[src/mip_pkg.sv]
package mip_pkg;

   // Word widths of the data path.
   localparam int WORD_W = 16;
   localparam int ACC_W = 36;
   localparam int EXT_W = 4;
   localparam int LC_W = 13;
   localparam int IMM7_W = 7;
   localparam int SHORT_W = 6;
   localparam int CNT_W = 5;

   // Base cycle counts of each instruction form.
   localparam logic [CNT_W-1:0] CYC_IMM7 = 5'h02;
   localparam logic [CNT_W-1:0] CYC_IMM16 = 5'h04;
   localparam logic [CNT_W-1:0] CYC_PMEM = 5'h08;
   localparam logic [CNT_W-1:0] CYC_PERIPH = 5'h02;
   localparam logic [CNT_W-1:0] CNT_ONE = 5'h01;

   // Program words taken by each form, before extension words.
   localparam logic [1:0] WORDS_ONE = 2'h1;
   localparam logic [1:0] WORDS_TWO = 2'h2;

   // Saturation constants and the one-filled page of the short move.
   localparam logic [WORD_W-1:0] SAT_POS = 16'h7FFF;
   localparam logic [WORD_W-1:0] SAT_NEG = 16'h8000;
   localparam logic [WORD_W-SHORT_W-1:0] PAGE_ONES = 10'h3FF;
   localparam logic [WORD_W-1:0] LOW_ZERO = 16'h0000;
   localparam logic [WORD_W-1:0] PTR_STEP = 16'h0001;

   typedef enum logic [2:0] {
      OP_IMM7 = 3'h0,
      OP_IMM16 = 3'h1,
      OP_PM_RD = 3'h2,
      OP_PM_WR = 3'h3,
      OP_PP_RD = 3'h4,
      OP_PP_WR = 3'h5
   } mip_op_t;

   typedef enum logic [2:0] {
      R_A = 3'h0,
      R_B = 3'h1,
      R_A1 = 3'h2,
      R_B1 = 3'h3,
      R_A0 = 3'h4,
      R_B0 = 3'h5,
      R_X0 = 3'h6,
      R_LC = 3'h7
   } mip_reg_t;

   // Gray codes along idle, run, finish.
   typedef enum logic [1:0] {
      ST_IDLE = 2'h0,
      ST_RUN = 2'h1,
      ST_LAST = 2'h3
   } mip_state_t;

endpackage

[src/mip_sat_unit.sv]
`timescale 1ns/1ps
`default_nettype none
module mip_sat_unit #(
   parameter int ACC_W = 36,
   parameter int WORD_W = 16
) (
   input wire logic [ACC_W-1:0] acc,
   input wire logic full,
   input wire logic [WORD_W-1:0] part,
   output logic [WORD_W-1:0] word,
   output logic limited
);

   logic ext_used;

   // The extension is in use when the bits above the word's sign differ from it.
   assign ext_used = ~((&acc[ACC_W-1:WORD_W*2-1]) | ~(|acc[ACC_W-1:WORD_W*2-1]));
   // Only a whole accumulator is limited; a single word register passes untouched.
   assign limited = full & ext_used;
   always_comb begin
      if (!full) begin
         word = part;
      end else if (ext_used) begin
         word = acc[ACC_W-1] ? mip_pkg::SAT_NEG : mip_pkg::SAT_POS;
      end else begin
         word = acc[WORD_W*2-1:WORD_W];
      end
   end

endmodule
`default_nettype wire

[src/mip_exec_unit.sv]
// Contract
// (RULE_01) A 7-bit immediate into an accumulator lands sign extended with the low word cleared.
// (RULE_02) A 16-bit immediate into a register takes four cycles and two program words.
// (RULE_03) Software loads the loop counter only with values that fit in 13 bits.
// (RULE_04) The program-memory move carries a data register to or a word from program memory.
// (RULE_05) A whole accumulator with its extension in use is stored as a saturation constant.
// (RULE_06) A single accumulator word used as source is never saturated.
// (RULE_07) Saturation sets a sticky limit flag that only software clears.
// (RULE_08) A word into a whole accumulator copies bit 15 upward and appends sixteen zeros.
// (RULE_09) A write to an accumulator upper word alone changes only that word.
// (RULE_10) A program-memory read takes eight cycles plus waits, one word, and is signed.
// (RULE_11) The program-memory pointer is post-incremented by one or by the offset.
// (RULE_12) A program-memory write stores the register word at the pointer in eight cycles; the code adds the PM_WAIT cycles here too, as for reads.
// (RULE_13) The short move reads or writes one of the top 64 data words from a register or immediate.
// (RULE_14) The short move address is the 6-bit address with all upper bits set to one.
// (RULE_15) Short move accesses are flagged as peripheral register space.
// (RULE_16) The short move takes two cycles plus extra address cycles and one word plus extensions.
// (RULE_17) Immediate loads leave the condition flags unchanged.
`timescale 1ns/1ps
`default_nettype none
module mip_exec_unit #(
   parameter int WAIT_W = 3,
   parameter int EA_W = 2
) (
   input wire logic CORE_CLK,
   input wire logic ARST_N,
   input wire logic START,
   input wire logic [2:0] OPCODE,
   input wire logic [2:0] DST_SEL,
   input wire logic [2:0] SRC_SEL,
   input wire logic SRC_IS_IMM,
   input wire logic [15:0] IMM,
   input wire logic [5:0] SHORT_ADDR,
   input wire logic [EA_W-1:0] EA_CYCLES,
   input wire logic [EA_W-1:0] EA_WORDS,
   input wire logic [WAIT_W-1:0] PM_WAIT,
   input wire logic [15:0] PTR_IN,
   input wire logic [15:0] OFS_IN,
   input wire logic POST_BY_OFS,
   input wire logic LIMIT_CLR,
   input wire logic [15:0] PM_RDATA,
   input wire logic [15:0] DM_RDATA,
   output logic BUSY,
   output logic DONE,
   output logic [35:0] ACC_A,
   output logic [35:0] ACC_B,
   output logic [15:0] X0_REG,
   output logic [12:0] LC_REG,
   output logic LIMIT_FLAG,
   output logic [3:0] PROG_WORDS,
   output logic [15:0] PM_ADDR,
   output logic [15:0] PM_WDATA,
   output logic PM_RE,
   output logic PM_WE,
   output logic [15:0] DM_ADDR,
   output logic [15:0] DM_WDATA,
   output logic DM_RE,
   output logic DM_WE,
   output logic PERIPH_SEL,
   output logic [15:0] PTR_OUT,
   output logic PTR_WE
);

   mip_pkg::mip_state_t state_r;
   mip_pkg::mip_op_t op_r;
   mip_pkg::mip_reg_t dst_r, src_r;
   logic [mip_pkg::CNT_W-1:0] cnt_r;
   logic [15:0] imm_r, ptr_r, ofs_r;
   logic [5:0] sa_r;
   logic by_ofs_r, src_imm_r, start_ok, commit, is_rd, is_wr, is_pm, is_imm, lim, l_nxt;
   logic [35:0] acc_a_r, acc_b_r, sat_acc;
   logic [15:0] x0_r, rd_word, src_part, wr_word;
   logic [12:0] lc_r;
   logic [15:0] sat_word;
   logic l_flag_r, ptr_we_r;
   logic [15:0] ptr_out_r;
   logic [3:0] words_r;
   logic imm_store;

   // Cycle count of a form, with program waits and address extras added.
   function automatic logic [mip_pkg::CNT_W-1:0] op_cycles(input logic [2:0] op,
         input logic [WAIT_W-1:0] wt, input logic [EA_W-1:0] ea);
      case (op)
         mip_pkg::OP_IMM7: op_cycles = mip_pkg::CYC_IMM7;
         mip_pkg::OP_IMM16: op_cycles = mip_pkg::CYC_IMM16;
         // (RULE_10) eight plus waits
         mip_pkg::OP_PM_RD, mip_pkg::OP_PM_WR:
            op_cycles = mip_pkg::CYC_PMEM + mip_pkg::CNT_W'(wt);
         default: op_cycles = mip_pkg::CYC_PERIPH + mip_pkg::CNT_W'(ea);
      endcase
   endfunction

   // A word widened into a whole accumulator.
   function automatic logic [35:0] widen(input logic [15:0] w);
      widen = {{mip_pkg::EXT_W{w[15]}}, w, mip_pkg::LOW_ZERO};
   endfunction

   assign start_ok = START && (state_r == mip_pkg::ST_IDLE);
   assign commit = (state_r != mip_pkg::ST_IDLE) && (cnt_r == '0);
   assign is_imm = (op_r == mip_pkg::OP_IMM7) || (op_r == mip_pkg::OP_IMM16);
   assign is_pm = (op_r == mip_pkg::OP_PM_RD) || (op_r == mip_pkg::OP_PM_WR);
   assign is_wr = (op_r == mip_pkg::OP_PM_WR) || (op_r == mip_pkg::OP_PP_WR);
   assign is_rd = !is_wr;

   // Sequencer: one state step per cycle, finishing when the count runs out.
   always_ff @(posedge CORE_CLK or negedge ARST_N) begin
      if (!ARST_N) begin
         state_r <= mip_pkg::ST_IDLE;
         cnt_r <= '0;
      end else begin
         case (state_r)
            mip_pkg::ST_IDLE: begin
               if (START) begin
                  // (RULE_02) cycle count per form
                  cnt_r <= op_cycles(OPCODE, PM_WAIT, EA_CYCLES) - mip_pkg::CNT_ONE;
                  state_r <= mip_pkg::ST_RUN;
               end
            end
            mip_pkg::ST_RUN: begin
               cnt_r <= cnt_r - mip_pkg::CNT_ONE;
               if (cnt_r == mip_pkg::CNT_ONE) begin
                  state_r <= mip_pkg::ST_LAST;
               end
            end
            default: begin
               state_r <= mip_pkg::ST_IDLE;
            end
         endcase
      end
   end

   // Operands are latched at the start so inputs may move during the instruction.
   always_ff @(posedge CORE_CLK or negedge ARST_N) begin
      if (!ARST_N) begin
         op_r <= mip_pkg::OP_IMM7;
         dst_r <= mip_pkg::R_X0;
         src_r <= mip_pkg::R_X0;
         imm_r <= '0;
         sa_r <= '0;
         ptr_r <= '0;
         ofs_r <= '0;
         by_ofs_r <= 1'b0;
         src_imm_r <= 1'b0;
      end else if (start_ok) begin
         op_r <= mip_pkg::mip_op_t'(OPCODE);
         dst_r <= mip_pkg::mip_reg_t'(DST_SEL);
         src_r <= mip_pkg::mip_reg_t'(SRC_SEL);
         imm_r <= IMM;
         sa_r <= SHORT_ADDR;
         ptr_r <= PTR_IN;
         ofs_r <= OFS_IN;
         by_ofs_r <= POST_BY_OFS;
         src_imm_r <= SRC_IS_IMM;
      end
   end

   // Word count grows by the extension words of the short move.
   always_ff @(posedge CORE_CLK or negedge ARST_N) begin
      if (!ARST_N) begin
         words_r <= '0;
      end else if (start_ok) begin
         // (RULE_16) words with extensions
         if (OPCODE == mip_pkg::OP_PP_RD || OPCODE == mip_pkg::OP_PP_WR) begin
            words_r <= 4'(mip_pkg::WORDS_ONE) + 4'(EA_WORDS);
         end else if (OPCODE == mip_pkg::OP_IMM16) begin
            words_r <= 4'(mip_pkg::WORDS_TWO);
         end else begin
            words_r <= 4'(mip_pkg::WORDS_ONE);
         end
      end
   end

   // Source word for stores, from the accumulators or the plain registers.
   always_comb begin
      case (src_r)
         mip_pkg::R_B, mip_pkg::R_B1: src_part = acc_b_r[31:16];
         mip_pkg::R_A0: src_part = acc_a_r[15:0];
         mip_pkg::R_B0: src_part = acc_b_r[15:0];
         mip_pkg::R_X0: src_part = x0_r;
         mip_pkg::R_LC: src_part = 16'(lc_r);
         default: src_part = acc_a_r[31:16];
      endcase
   end
   assign sat_acc = (src_r == mip_pkg::R_B) ? acc_b_r : acc_a_r;

   // (RULE_05) saturating store path
   mip_sat_unit #(.ACC_W(mip_pkg::ACC_W), .WORD_W(mip_pkg::WORD_W)) u_sat (
      .acc(sat_acc),
      // (RULE_06) only whole accumulators limit
      .full(src_r == mip_pkg::R_A || src_r == mip_pkg::R_B),
      .part(src_part),
      .word(sat_word),
      .limited(lim)
   );
   // Only the short write can carry an immediate; every other store goes through the limiter.
   assign imm_store = (op_r == mip_pkg::OP_PP_WR) && src_imm_r;
   assign wr_word = imm_store ? imm_r : sat_word;

   // Value headed for a register on load forms.
   always_comb begin
      case (op_r)
         mip_pkg::OP_IMM7: rd_word = 16'(signed'(imm_r[mip_pkg::IMM7_W-1:0]));
         mip_pkg::OP_PM_RD: rd_word = PM_RDATA;
         mip_pkg::OP_PP_RD: rd_word = DM_RDATA;
         default: rd_word = imm_r;
      endcase
   end

   // Memory strobes: reads one cycle ahead of the finish, writes in the finish cycle.
   // (RULE_04) program memory access
   assign PM_ADDR = ptr_r;
   assign PM_WDATA = wr_word;
   assign PM_RE = (op_r == mip_pkg::OP_PM_RD) && BUSY && (cnt_r == mip_pkg::CNT_ONE);
   // (RULE_12) store at the pointer
   assign PM_WE = (op_r == mip_pkg::OP_PM_WR) && commit;
   // (RULE_14) one-filled short address
   assign DM_ADDR = {mip_pkg::PAGE_ONES, sa_r};
   assign DM_WDATA = wr_word;
   // (RULE_13) one peripheral word
   assign DM_RE = (op_r == mip_pkg::OP_PP_RD) && BUSY && (cnt_r == mip_pkg::CNT_ONE);
   assign DM_WE = (op_r == mip_pkg::OP_PP_WR) && commit;
   // (RULE_15) peripheral space select
   assign PERIPH_SEL = DM_RE || DM_WE;

   // Register writeback at the finish of a load form.
   always_ff @(posedge CORE_CLK or negedge ARST_N) begin
      if (!ARST_N) begin
         acc_a_r <= '0;
         acc_b_r <= '0;
         x0_r <= '0;
         lc_r <= '0;
      end else if (commit && is_rd) begin
         case (dst_r)
            // (RULE_01) (RULE_08) widen into accumulator
            mip_pkg::R_A: acc_a_r <= widen(rd_word);
            mip_pkg::R_B: acc_b_r <= widen(rd_word);
            // (RULE_09) upper word only
            mip_pkg::R_A1: acc_a_r[31:16] <= rd_word;
            mip_pkg::R_B1: acc_b_r[31:16] <= rd_word;
            mip_pkg::R_A0: acc_a_r[15:0] <= rd_word;
            mip_pkg::R_B0: acc_b_r[15:0] <= rd_word;
            // (RULE_03) upper bits dropped, software keeps within range
            mip_pkg::R_LC: lc_r <= rd_word[mip_pkg::LC_W-1:0];
            default: x0_r <= rd_word;
         endcase
      end
   end

   // (RULE_07) sticky limit, set beats clear
   // (RULE_17) immediates never reach this path
   assign l_nxt = (commit && is_wr && !imm_store && lim) ? 1'b1 : (LIMIT_CLR ? 1'b0 : l_flag_r);
   always_ff @(posedge CORE_CLK or negedge ARST_N) begin
      if (!ARST_N) begin
         l_flag_r <= 1'b0;
      end else begin
         l_flag_r <= l_nxt;
      end
   end

   // The pointer update is handed out one cycle after the finish cycle of the access.
   always_ff @(posedge CORE_CLK or negedge ARST_N) begin
      if (!ARST_N) begin
         ptr_out_r <= '0;
         ptr_we_r <= 1'b0;
      end else begin
         ptr_we_r <= commit && is_pm;
         if (commit && is_pm) begin
            // (RULE_11) post-increment
            ptr_out_r <= ptr_r + (by_ofs_r ? ofs_r : mip_pkg::PTR_STEP);
         end
      end
   end

   assign BUSY = (state_r != mip_pkg::ST_IDLE);
   assign DONE = commit;
   assign ACC_A = acc_a_r;
   assign ACC_B = acc_b_r;
   assign X0_REG = x0_r;
   assign LC_REG = lc_r;
   assign LIMIT_FLAG = l_flag_r;
   assign PROG_WORDS = words_r;
   assign PTR_OUT = ptr_out_r;
   assign PTR_WE = ptr_we_r;
endmodule
`default_nettype wire

[config.mk]
export PLATFORM = sky130hd
export DESIGN_NAME = mip_exec_unit
export DESIGN_NICKNAME = d
export VERILOG_FILES = /design/src/mip_pkg.sv /design/src/mip_sat_unit.sv /design/src/mip_exec_unit.sv
export SDC_FILE = /design/constraint.sdc
export NUM_CORES = 1
export LEC_CHECK = 0
export BUFFER_PORTS_ARGS = -buffer_cell sky130_fd_sc_hd__buf_4
export CAP_MARGIN = 0
export CELL_PAD_IN_SITES_DETAIL_PLACEMENT = 0
export CELL_PAD_IN_SITES_GLOBAL_PLACEMENT = 2
export CORE_MARGIN = 1.5
export CORE_UTILIZATION = 30
export CTS_CLUSTER_SIZE = 14
export DETAILED_ROUTE_END_ITERATION = 6
export GPL_TIMING_DRIVEN = 0
export PLACE_DENSITY = 0.86
export SYNTH_ARGS = -nofsm -noshare
export SYNTH_HDL_FRONTEND = slang
export SYNTH_HIERARCHICAL = 1
export SYNTH_SLANG_ARGS = --single-unit
[constraint.sdc]
create_clock -name CORE_CLK -period 7.15 [get_ports CORE_CLK]
set_clock_uncertainty 0.15 [all_clocks]
set_input_delay 1.43 -clock CORE_CLK [delete_from_list [all_inputs] [get_ports CORE_CLK]]
set_output_delay 1.43 -clock CORE_CLK [all_outputs]
set_load 0.02 [all_outputs]
=== Yosys cells after proc, flatten, opt, wreduce, memory -nomap -nowiden ===
Index checks and enable logic that the tools add are counted.

* Add/sub/neg operators: 6
* Equality and inequality tests: 25
* Muxes and demuxes: 22
* Bitwise gates (word level): 5
* Reduce and logical (&&, ||, !) cells: 49

{| class="wikitable"
|+ Operator list
! kind !! number
|-
| 16-bit two-way mux || 5
|-
| 16-bit case mux with 5 select lines || 1
|-
| 16-bit case mux with 2 select lines || 2
|-
| 16-bit case mux with 3 select lines || 1
|-
| 36-bit two-way mux || 1
|-
| 3-bit equality test, second input constant || 11
|-
| 3-bit by 2-bit equality test with 1-bit output, second input constant || 7
|-
| 2-bit AND reduction || 10
|-
| 16-bit adder || 1
|-
| 5-bit two-way mux || 3
|-
| 5-bit case mux with 3 select lines || 1
|-
| 1-bit logical AND || 14
|-
| 3-bit logical NOT || 4
|-
| 5-bit case mux with 2 select lines || 1
|-
| 2-bit nonzero test || 5
|-
| 5-bit by 1-bit subtractor with 5-bit output, second input constant || 2
|-
| 3-bit by 1-bit equality test with 1-bit output, second input constant || 3
|-
| 2-bit OR reduction || 4
|-
| 7-bit OR reduction || 1
|-
| 2-bit two-way mux || 3
|-
| 4-bit by 3-bit adder with 5-bit output, first input constant || 1
|-
| 5-bit by 1-bit equality test with 1-bit output, second input constant || 1
|-
| 5-bit logical NOT || 1
|-
| 1-bit logical OR || 5
|-
| other kinds (14) || 19
|}

* Bits in registers: 189
* Bits of input ports: 108
* Logic and storage cells: 130

=== Longest topological paths before layout ===
Gate-level depths: netlist (run 1).

* Depth after elaboration: 9
* Gate-level depth with buffers: 13

=== Cells and area by module ===
The synthesis (run 1) kept the hierarchy.

{| class="wikitable"
|+ By module, submodules not included
! module !! instances !! cells each !! area each (µm²) !! sequential area each (µm²)
|-
| mip_exec_unit || 1 || 1,127 || 10,133.5 || 4,709.5
|-
| mip_sat_unit || 1 || 44 || 390.4 || 0.0
|}

=== Least setup slack after synthesis (run 1) ===
OpenSTA, ideal clock, no wires.

* Path type: reg2out
* Start: register src_r[0]
* End: output PM_WDATA[10]
* Arrival: 2.865 ns
* Slack: 2.705 ns
* Cell stages (with the launch flop): 14
* Buffers on the path: 5
* Cell sequence: dfrtp_1 nor2b_1 nor2b_1 buf_2 buf_2 mux2_2 and4_1 buf_4 buf_6 a21o_1 o221a_1 nand2_1 o21ai_0 buf_4

* Cells in the longest elaborated chain, start to end: 8
* Elaborated cells between the ends (all ways): 19
* Classes of those cells: 6 x eq/ne; 6 x mux; 2 x bitwise; 5 x reduce/logical

{| class="wikitable"
|+ Ends and longest elaborated chain
! element !! RTL line !! text
|-
| from (decl) || mip_exec_unit.sv:66 || <nowiki>mip_pkg::mip_reg_t dst_r, src_r;</nowiki>
|-
| from (signal assigned) || mip_exec_unit.sv:137 || <nowiki>src_r <= mip_pkg::R_X0;</nowiki>
|-
| from (signal assigned) || mip_exec_unit.sv:147 || <nowiki>src_r <= mip_pkg::mip_reg_t'(SRC_SEL);</nowiki>
|-
| 3-bit by 1-bit equality test with 1-bit output (*) || mip_exec_unit.sv:184 || <nowiki>assign sat_acc = (src_r == mip_pkg::R_B) ? acc_b_r : acc_a_r;</nowiki>
|-
| 36-bit two-way mux (*) || mip_exec_unit.sv:184 ||
|-
| named net sat_acc[31] || mip_exec_unit.sv:71 || <nowiki>logic [35:0] acc_a_r, acc_b_r, sat_acc;</nowiki>
|-
| 5-bit OR reduction || mip_sat_unit.sv:17 || <nowiki>assign ext_used = ~((&acc[ACC_W-1:WORD_W*2-1]) | ~(|acc[ACC_W-1:WORD_W*2-1]));</nowiki>
|-
| 1-bit inverter || mip_sat_unit.sv:17 ||
|-
| 1-bit bitwise OR (*) || mip_sat_unit.sv:17 ||
|-
| 16-bit two-way mux (*) || mip_sat_unit.sv:23 || <nowiki>end else if (ext_used) begin</nowiki>
|-
| 16-bit two-way mux (*) || mip_sat_unit.sv:21 || <nowiki>if (!full) begin</nowiki>
|-
| named net sat_word[10] || mip_exec_unit.sv:74 || <nowiki>logic [15:0] sat_word;</nowiki>
|-
| 16-bit two-way mux (*) || mip_exec_unit.sv:197 || <nowiki>assign wr_word = imm_store ? imm_r : sat_word;</nowiki>
|-
| to (decl) || mip_exec_unit.sv:52 || <nowiki>output logic [15:0] PM_WDATA,</nowiki>
|}

The timed path passes the listed nets; every way through them passes the cells marked *.

=== Worst setup path in the final report (run 1) ===
* Start: register src_r[2]
* End: output PM_WDATA[14]

* Cells in the longest elaborated chain, start to end: 8
* Elaborated cells between the ends (all ways): 19
* Classes of those cells: 6 x eq/ne; 6 x mux; 2 x bitwise; 5 x reduce/logical

{| class="wikitable"
|+ Ends and longest elaborated chain
! element !! RTL line
|-
| 3-bit by 1-bit equality test with 1-bit output || mip_exec_unit.sv:175, mip_exec_unit.sv:184, mip_exec_unit.sv:190
|-
| 36-bit two-way mux || mip_exec_unit.sv:184
|-
| 5-bit OR reduction || mip_sat_unit.sv:17
|-
| 1-bit inverter || mip_sat_unit.sv:17
|-
| 1-bit bitwise OR || mip_sat_unit.sv:17
|-
| 16-bit two-way mux || mip_sat_unit.sv:23
|-
| 16-bit two-way mux (*) || mip_sat_unit.sv:21
|-
| named net sat_word[14] || mip_exec_unit.sv:74
|-
| 16-bit two-way mux (*) || mip_exec_unit.sv:197
|}

Marked as above.

==> results.yml, run 1 <==
outcome:
  status: "finished, final reports clean"
route:
  route.detailed.drc: 0
  wirelength_um: 37190
  drt_iter0_drc: 599
  num_vias: 9544
  wire_per_inst_um: 19.23
  antenna_left: 0
  first_pass_iters: 7
  routed_via_density: 4.935
placed_design:
  dp_worst_setup_slack_ns: 1.940
  io_buffers: 289
  dp_hpwl_um: 29680
  placed_cells: 1901
  place.gp.congestion: 0.8516
grt:
  grt_pass1_wl_um: 57190
  grtUsageTotal_pct: 20.98
  busiest_layer: "met2"
  antenna_found_initial: 5
  grt.met1_usage_pct: 26.15
  met2_usage_pct: 35.03
  grt_pass1_vias: 9702
  grt_max_degree: 110
  overflow: 0
  use_met3_pct: 6.612
cells_and_area:
  fin_cells: 1934
  finalNetCount: 1601
  drive_gt1_share_pct: 31.31
  area_growth_pct: 32.95
timing:
  tightest_slew_ns: 0.8773
  hold_slack_ns: 0.3145
  finalSetupViolations: 0
  rsz0062_at_grt: "false"
  layout_min_cycle_time_ns: 5.681
  timing.final.crit_share_pct: 79.45
  fin_ws_ns: 1.469
  slew-limit-headroom_pct: 40.90
  hold_viol: 0
  slew_viol_final: 0
  tns_ns: 0
  fmax_mhz: 176.0
worst_setup_path:
  ff2ff_setup_slack_ns: 3.93
  worst-setup-path-type: "reg2out"
  worstSetupEndpointType: "primary output"
  reg2reg_from: "src_r[2]"
  r2r_end: "LIMIT_FLAG"
  r2r_cells: 9
  arrival_ns: 4.10
  critPathMaxFanout: 10
  critPathLaunchType: "register"
  worst_ep_required_time_ns: 5.57
floorplanning:
  ioPinCount: 302
  dieArea_mm2: 0.03559
  rows: 67
  initial_core_util_pct: 30.68
  core_mm2: 0.03370
  die_x_um: 188.6
  fp.dieH_um: 188.6
clocking:
  htree_levels: 4
  clk_latency_ns: 0.44
  path_clk_slew_ns: 0.07
  cts.sinks: 188
  postCtsSetupBuffers: 0
  clk_path_buf_depth: 2
  cts_tree: "built"
  numCtsBuffers: 17
  cts_hold_buf: 0
  cts-root-buf: "clkbuf_16"
  cts.repair.resized: 0
pwr:
  fin_total_pwr_mw: 7.401
  p_per_area_mw_per_mm2: 538.4
  ir_worst_vdd_mv: 0.2838
  cellLeakagePower_nw: 6.660
hold_path:
  hp-start: "ofs_r[3]"
  whs_endpoint: "ofs_r[3]"
  hp-class: "reg2reg"
  hold_path_depth: 2
logic_synthesis:
  ys_warn_count: 6
  synth_area_mm2: 0.01034
  postSynthCellCount: 1154
  syn_avg_cell_area_um2: 8.959
flow_run:
  max_cap_viol_count: 0
==> how the worst max path moves through the flow <==
| stage | start | end | slack (ns) |
|---|---|---|---|
| floorplan | src_r[0] | PM_WDATA[10] | 2.75 |
| global placement | src_r[2] | PM_WDATA[13] | 1.98 |
| detailed placement | src_r[2] | PM_WDATA[13] | 1.94 |
| CTS | src_r[2] | PM_WDATA[13] | 1.45 |
| global route | src_r[2] | PM_WDATA[13] | 1.27 |
| finish | src_r[2] | PM_WDATA[14] | 1.47 |
==> routing by layer <==
| layer | part of all wire [%] | up-vias |
|---|---|---|
| li1 | - | 4600 |
| met3 | 7.8 | 45 |
| met4 | 1.9 | 6 |
| met1 | 43 | 4553 |
| met5 | 0.11 | - |
| met2 | 48 | 340 |
==> sequential cells by signal (all words and copies together) (netlist names), 2 cells and up <==
signal	count
ACC_A	33
ACC_B	33
PM_ADDR	16
PTR_OUT	16
X0_REG	16
imm_r	16
ofs_r	16
LC_REG	13
sa_r	6
cnt_r	5
PROG_WORDS	3
dst_r	3
op_r	3
src_r	3
state_r	2
==> placed cells by master, fill, tap and decap left out, drive strengths merged, types with 3 or more instances in the layout <==
| master | count |
|---|---|
| buf | 357 |
| nand2 | 321 |
| dfrtp | 184 |
| o21ai | 163 |
| clkbuf | 59 |
| a21oi | 38 |
| mux2 | 31 |
| inv | 29 |
| nor2 | 24 |
| ha | 20 |
| or2 | 20 |
| a21o | 19 |
| o22ai | 16 |
| o221a | 16 |
| and2 | 15 |
| a221o | 14 |
| mux2i | 12 |
| nand3 | 12 |
| conb | 11 |
| nor3 | 11 |
| nor2b | 10 |
| nand2b | 9 |
| o221ai | 9 |
| mux4 | 7 |
| xnor2 | 7 |
| xor2 | 7 |
| a211oi | 7 |
| o21a | 5 |
| o31ai | 5 |
| dfstp | 4 |
| clkinv | 4 |
| and3 | 4 |
| a22oi | 3 |
| a221oi | 3 |
| nand4 | 3 |
==> critical path, cell delays in order (launching register included) <==
cell	delay [ns]
dfstp_2	0.58
clkbuf_1	0.35
clkbuf_1	0.44
clkbuf_1	0.61
nor2_1	0.09
buf_2	0.22
nand2_1	0.24
buf_2	0.28
a21o_1	0.11
o221a_1	0.18
nand2_1	0.07
o21ai_0	0.18
buf_4	0.18
buf_4	0.13
==> area by class of cell <==
cell class | instances | area [µm²]
Fill cell | 3493 | 19950
Multi-Input combinational cell | 845 | 4951
Sequential cell | 188 | 4710
Timing Repair Buffer | 290 | 2205
Buffer | 108 | 629.4
Tap cell | 448 | 560.5
Clock buffer | 18 | 429.2
Clock inverter | 14 | 176.4
Inverter | 22 | 82.58
Antenna cell | 1 | 2.502
==> metrics by stage <==
step	utilization, %	area, µm²
floorplan	-	10370
global route	40.78	13740
global placement	38.88	13100
detailed placement	38.98	13140
CTS	40.78	13740
finish	40.79	13750
==> power by group <==
group	internal, mW	switching [mW]
Combinational	1.86	2.59
Sequential	1.51	0.439
Clock	0.533	0.471
Total	3.90	3.50
Note: power is estimated with default switching activity, not from simulation.
==> run 2, diff against run 1 <==
--- a/config.mk
+++ b/config.mk
@@ -10,11 +10,11 @@
 export CELL_PAD_IN_SITES_DETAIL_PLACEMENT = 0
 export CELL_PAD_IN_SITES_GLOBAL_PLACEMENT = 2
 export CORE_MARGIN = 1.5
-export CORE_UTILIZATION = 30
+export CORE_UTILIZATION = 28
 export CTS_CLUSTER_SIZE = 14
 export DETAILED_ROUTE_END_ITERATION = 6
 export GPL_TIMING_DRIVEN = 0
-export PLACE_DENSITY = 0.86
+export PLACE_DENSITY = 0.84
 export SYNTH_ARGS = -nofsm -noshare
 export SYNTH_HDL_FRONTEND = slang
 export SYNTH_HIERARCHICAL = 1
==> constraint.sdc (replaced) <==
create_clock -name CORE_CLK -period 4.75 [get_ports CORE_CLK]
set_clock_uncertainty 0.15 [all_clocks]
set_input_delay 0.95 -clock CORE_CLK [delete_from_list [all_inputs] [get_ports CORE_CLK]]
set_output_delay 0.95 -clock CORE_CLK [all_outputs]
set_load 0.02 [all_outputs]
==> results.yml, run 2 (synthesis gave the netlist of run 1 again) <==
timing:
  finalSetupViolations: 0
  fmax_mhz: 219.6
  layout_min_cycle_time_ns: 4.555
  slew_viol_final: 0
  rsz0062_at_grt: "false"
  fin_ws_ns: 0.1952
  hold_viol: 0
  tightest_slew_ns: 0.7953
  slew-limit-headroom_pct: 46.42
  timing.final.crit_share_pct: 95.89
route:
  routed_via_density: 4.880
  drt_iter0_drc: 496
  route.detailed.drc: 0
  antenna_left: 0
  num_vias: 9541
  wire_per_inst_um: 19.13
  first_pass_iters: 5
  wirelength_um: 37410
clocking:
  cts_tree: "built"
  clk_latency_ns: 0.44
  cts.sinks: 188
  path_clk_slew_ns: 0.07
  numCtsBuffers: 17
  cts_hold_buf: 0
  clk_path_buf_depth: 2
  cts-root-buf: "clkbuf_16"
  htree_levels: 4
grt:
  grt_max_degree: 97
  overflow: 0
  antenna_found_initial: 2
  grt_pass1_wl_um: 57950
  grt_pass1_vias: 9796
  grtUsageTotal_pct: 19.84
floorplanning:
  ioPinCount: 302
  initial_core_util_pct: 28.38
  die_x_um: 195.2
  fp.dieH_um: 195.2
  dieArea_mm2: 0.03809
  core_mm2: 0.03643
  rows: 70
placed_design:
  io_buffers: 289
  place.gp.congestion: 0.8756
  dp_worst_setup_slack_ns: -0.006921
  dp_hpwl_um: 30040
worst_setup_path:
  worst_ep_required_time_ns: 3.65
  crit_path_top_delay_cell: "dfrtp_1"
  worstSetupEndpointType: "primary output"
  path_cells: "nor2b_4 -> nor2b_1 -> buf_2 -> buf_2 -> mux2_2 -> and4_1 -> buf_4 -> buf_6 -> a21o_1 -> o221a_1 -> mux2_2 -> buf_4 -> buf_4"
  critPathLaunchType: "register"
  crit_path_frequent_cell: "buf_4"
  cpPeakStageDelay_ns: 0.43
  worst-setup-path-type: "reg2out"
  critPathMaxFanout: 10
  arrival_ns: 3.45
cells_and_area:
  layout_common_cells: "326 x buf_4, 319 x nand2_1, 184 x dfrtp_1, 158 x o21ai_0, 38 x a21oi_1"
  area_growth_pct: 32.98
  mostFrequentLayoutCell: "buf_4"
  postLayoutCoreUtil_pct: 37.73
  fill_cells: 3768
  finalNetCount: 1602
  drive_gt1_share_pct: 31.70
flow_run:
  max_cap_viol_count: 0
outcome:
  status: "finished, final reports clean"
pwr:
  cellLeakagePower_nw: 6.648
  p_per_area_mw_per_mm2: 802.1
  ir_worst_vdd_mv: 0.3157
hold_path:
  hp-class: "reg2reg"
run 2: final cells by class:
cell class	count	area, µm²	area share (%)
Antenna cell	1	2.502	0.01820
Inverter	22	82.58	0.6007
Sequential cell	188	4710	34.26
Buffer	108	638.1	4.641
Multi-Input combinational cell	845	4961	36.08
Timing Repair Buffer	291	2212	16.09
Clock buffer	18	429.2	3.122
Tap cell	468	585.6	4.259
Clock inverter	14	127.6	0.9283
run 2: worst paths after layout:
check | cells past startpoint | to | slack (ns) | start
min in group asynchronous | 1 | ACC_A[5] | 0.35 | ARST_N
worst max-delay path | 13 | PM_WDATA[6] | 0.20 | src_r[0]
worst min-delay path | 2 | PROG_WORDS[0] | 0.32 | PROG_WORDS[0]
worst max register to register | 9 | PTR_OUT[14] | 1.72 | by_ofs_r
worst min register to register | 2 | PROG_WORDS[0] | 0.32 | PROG_WORDS[0]
max in group asynchronous | 2 | PTR_OUT[9] | 3.11 | ARST_N
run 2: critical path, delay by kind of cell, from the launching register on:
family | cells | cell delay, ns
multiplexers | 2 | 0.73
AND/OR/NAND/NOR | 3 | 0.57
flip-flops | 1 | 0.43
AO/OA/AOI/OAI | 2 | 0.30
buffers and inverters | 6 | 0.98
run 2: timing repair:
action                                  CTS  global route
resized for setup                         4             5
buffers inserted                          0             1
endpoints found under the hold margin     0             0
pin swaps                                 0             0
endpoints found under the setup margin   28            21
run 2: where the power goes:
part           leakage [nW]  total, mW  internal [mW]  switching [mW]
sequential             2.14       2.95           2.28           0.671
combinational          4.25       6.67           2.81            3.86
clock                 0.262       1.41          0.694           0.711
run 2: layer usage:
metal / share of wire (%) / track usage (%)
met5: 0.029 / 0
met4: 2.9 / 7.120
met3: 7.5 / 5.682
met2: 48 / 33.19
met1: 41 / 24.30
run 2: per-stage QoR:
stage                     hold slack (ns)  setup TNS, ns  cell area, µm²  cells  power (mW)
final                              0.3173              0           13750   1955       11.03
after global routing               0.3369              0           13750   1954       11.87
after CTS                          0.3237              0           13730   1953       11.12
after detailed placement           0.3060      -0.006921           13160   1921       9.671
after global placement             0.3024              0           13130   1920       9.595
after floorplan                    0.2869              0           10370   1163       6.979
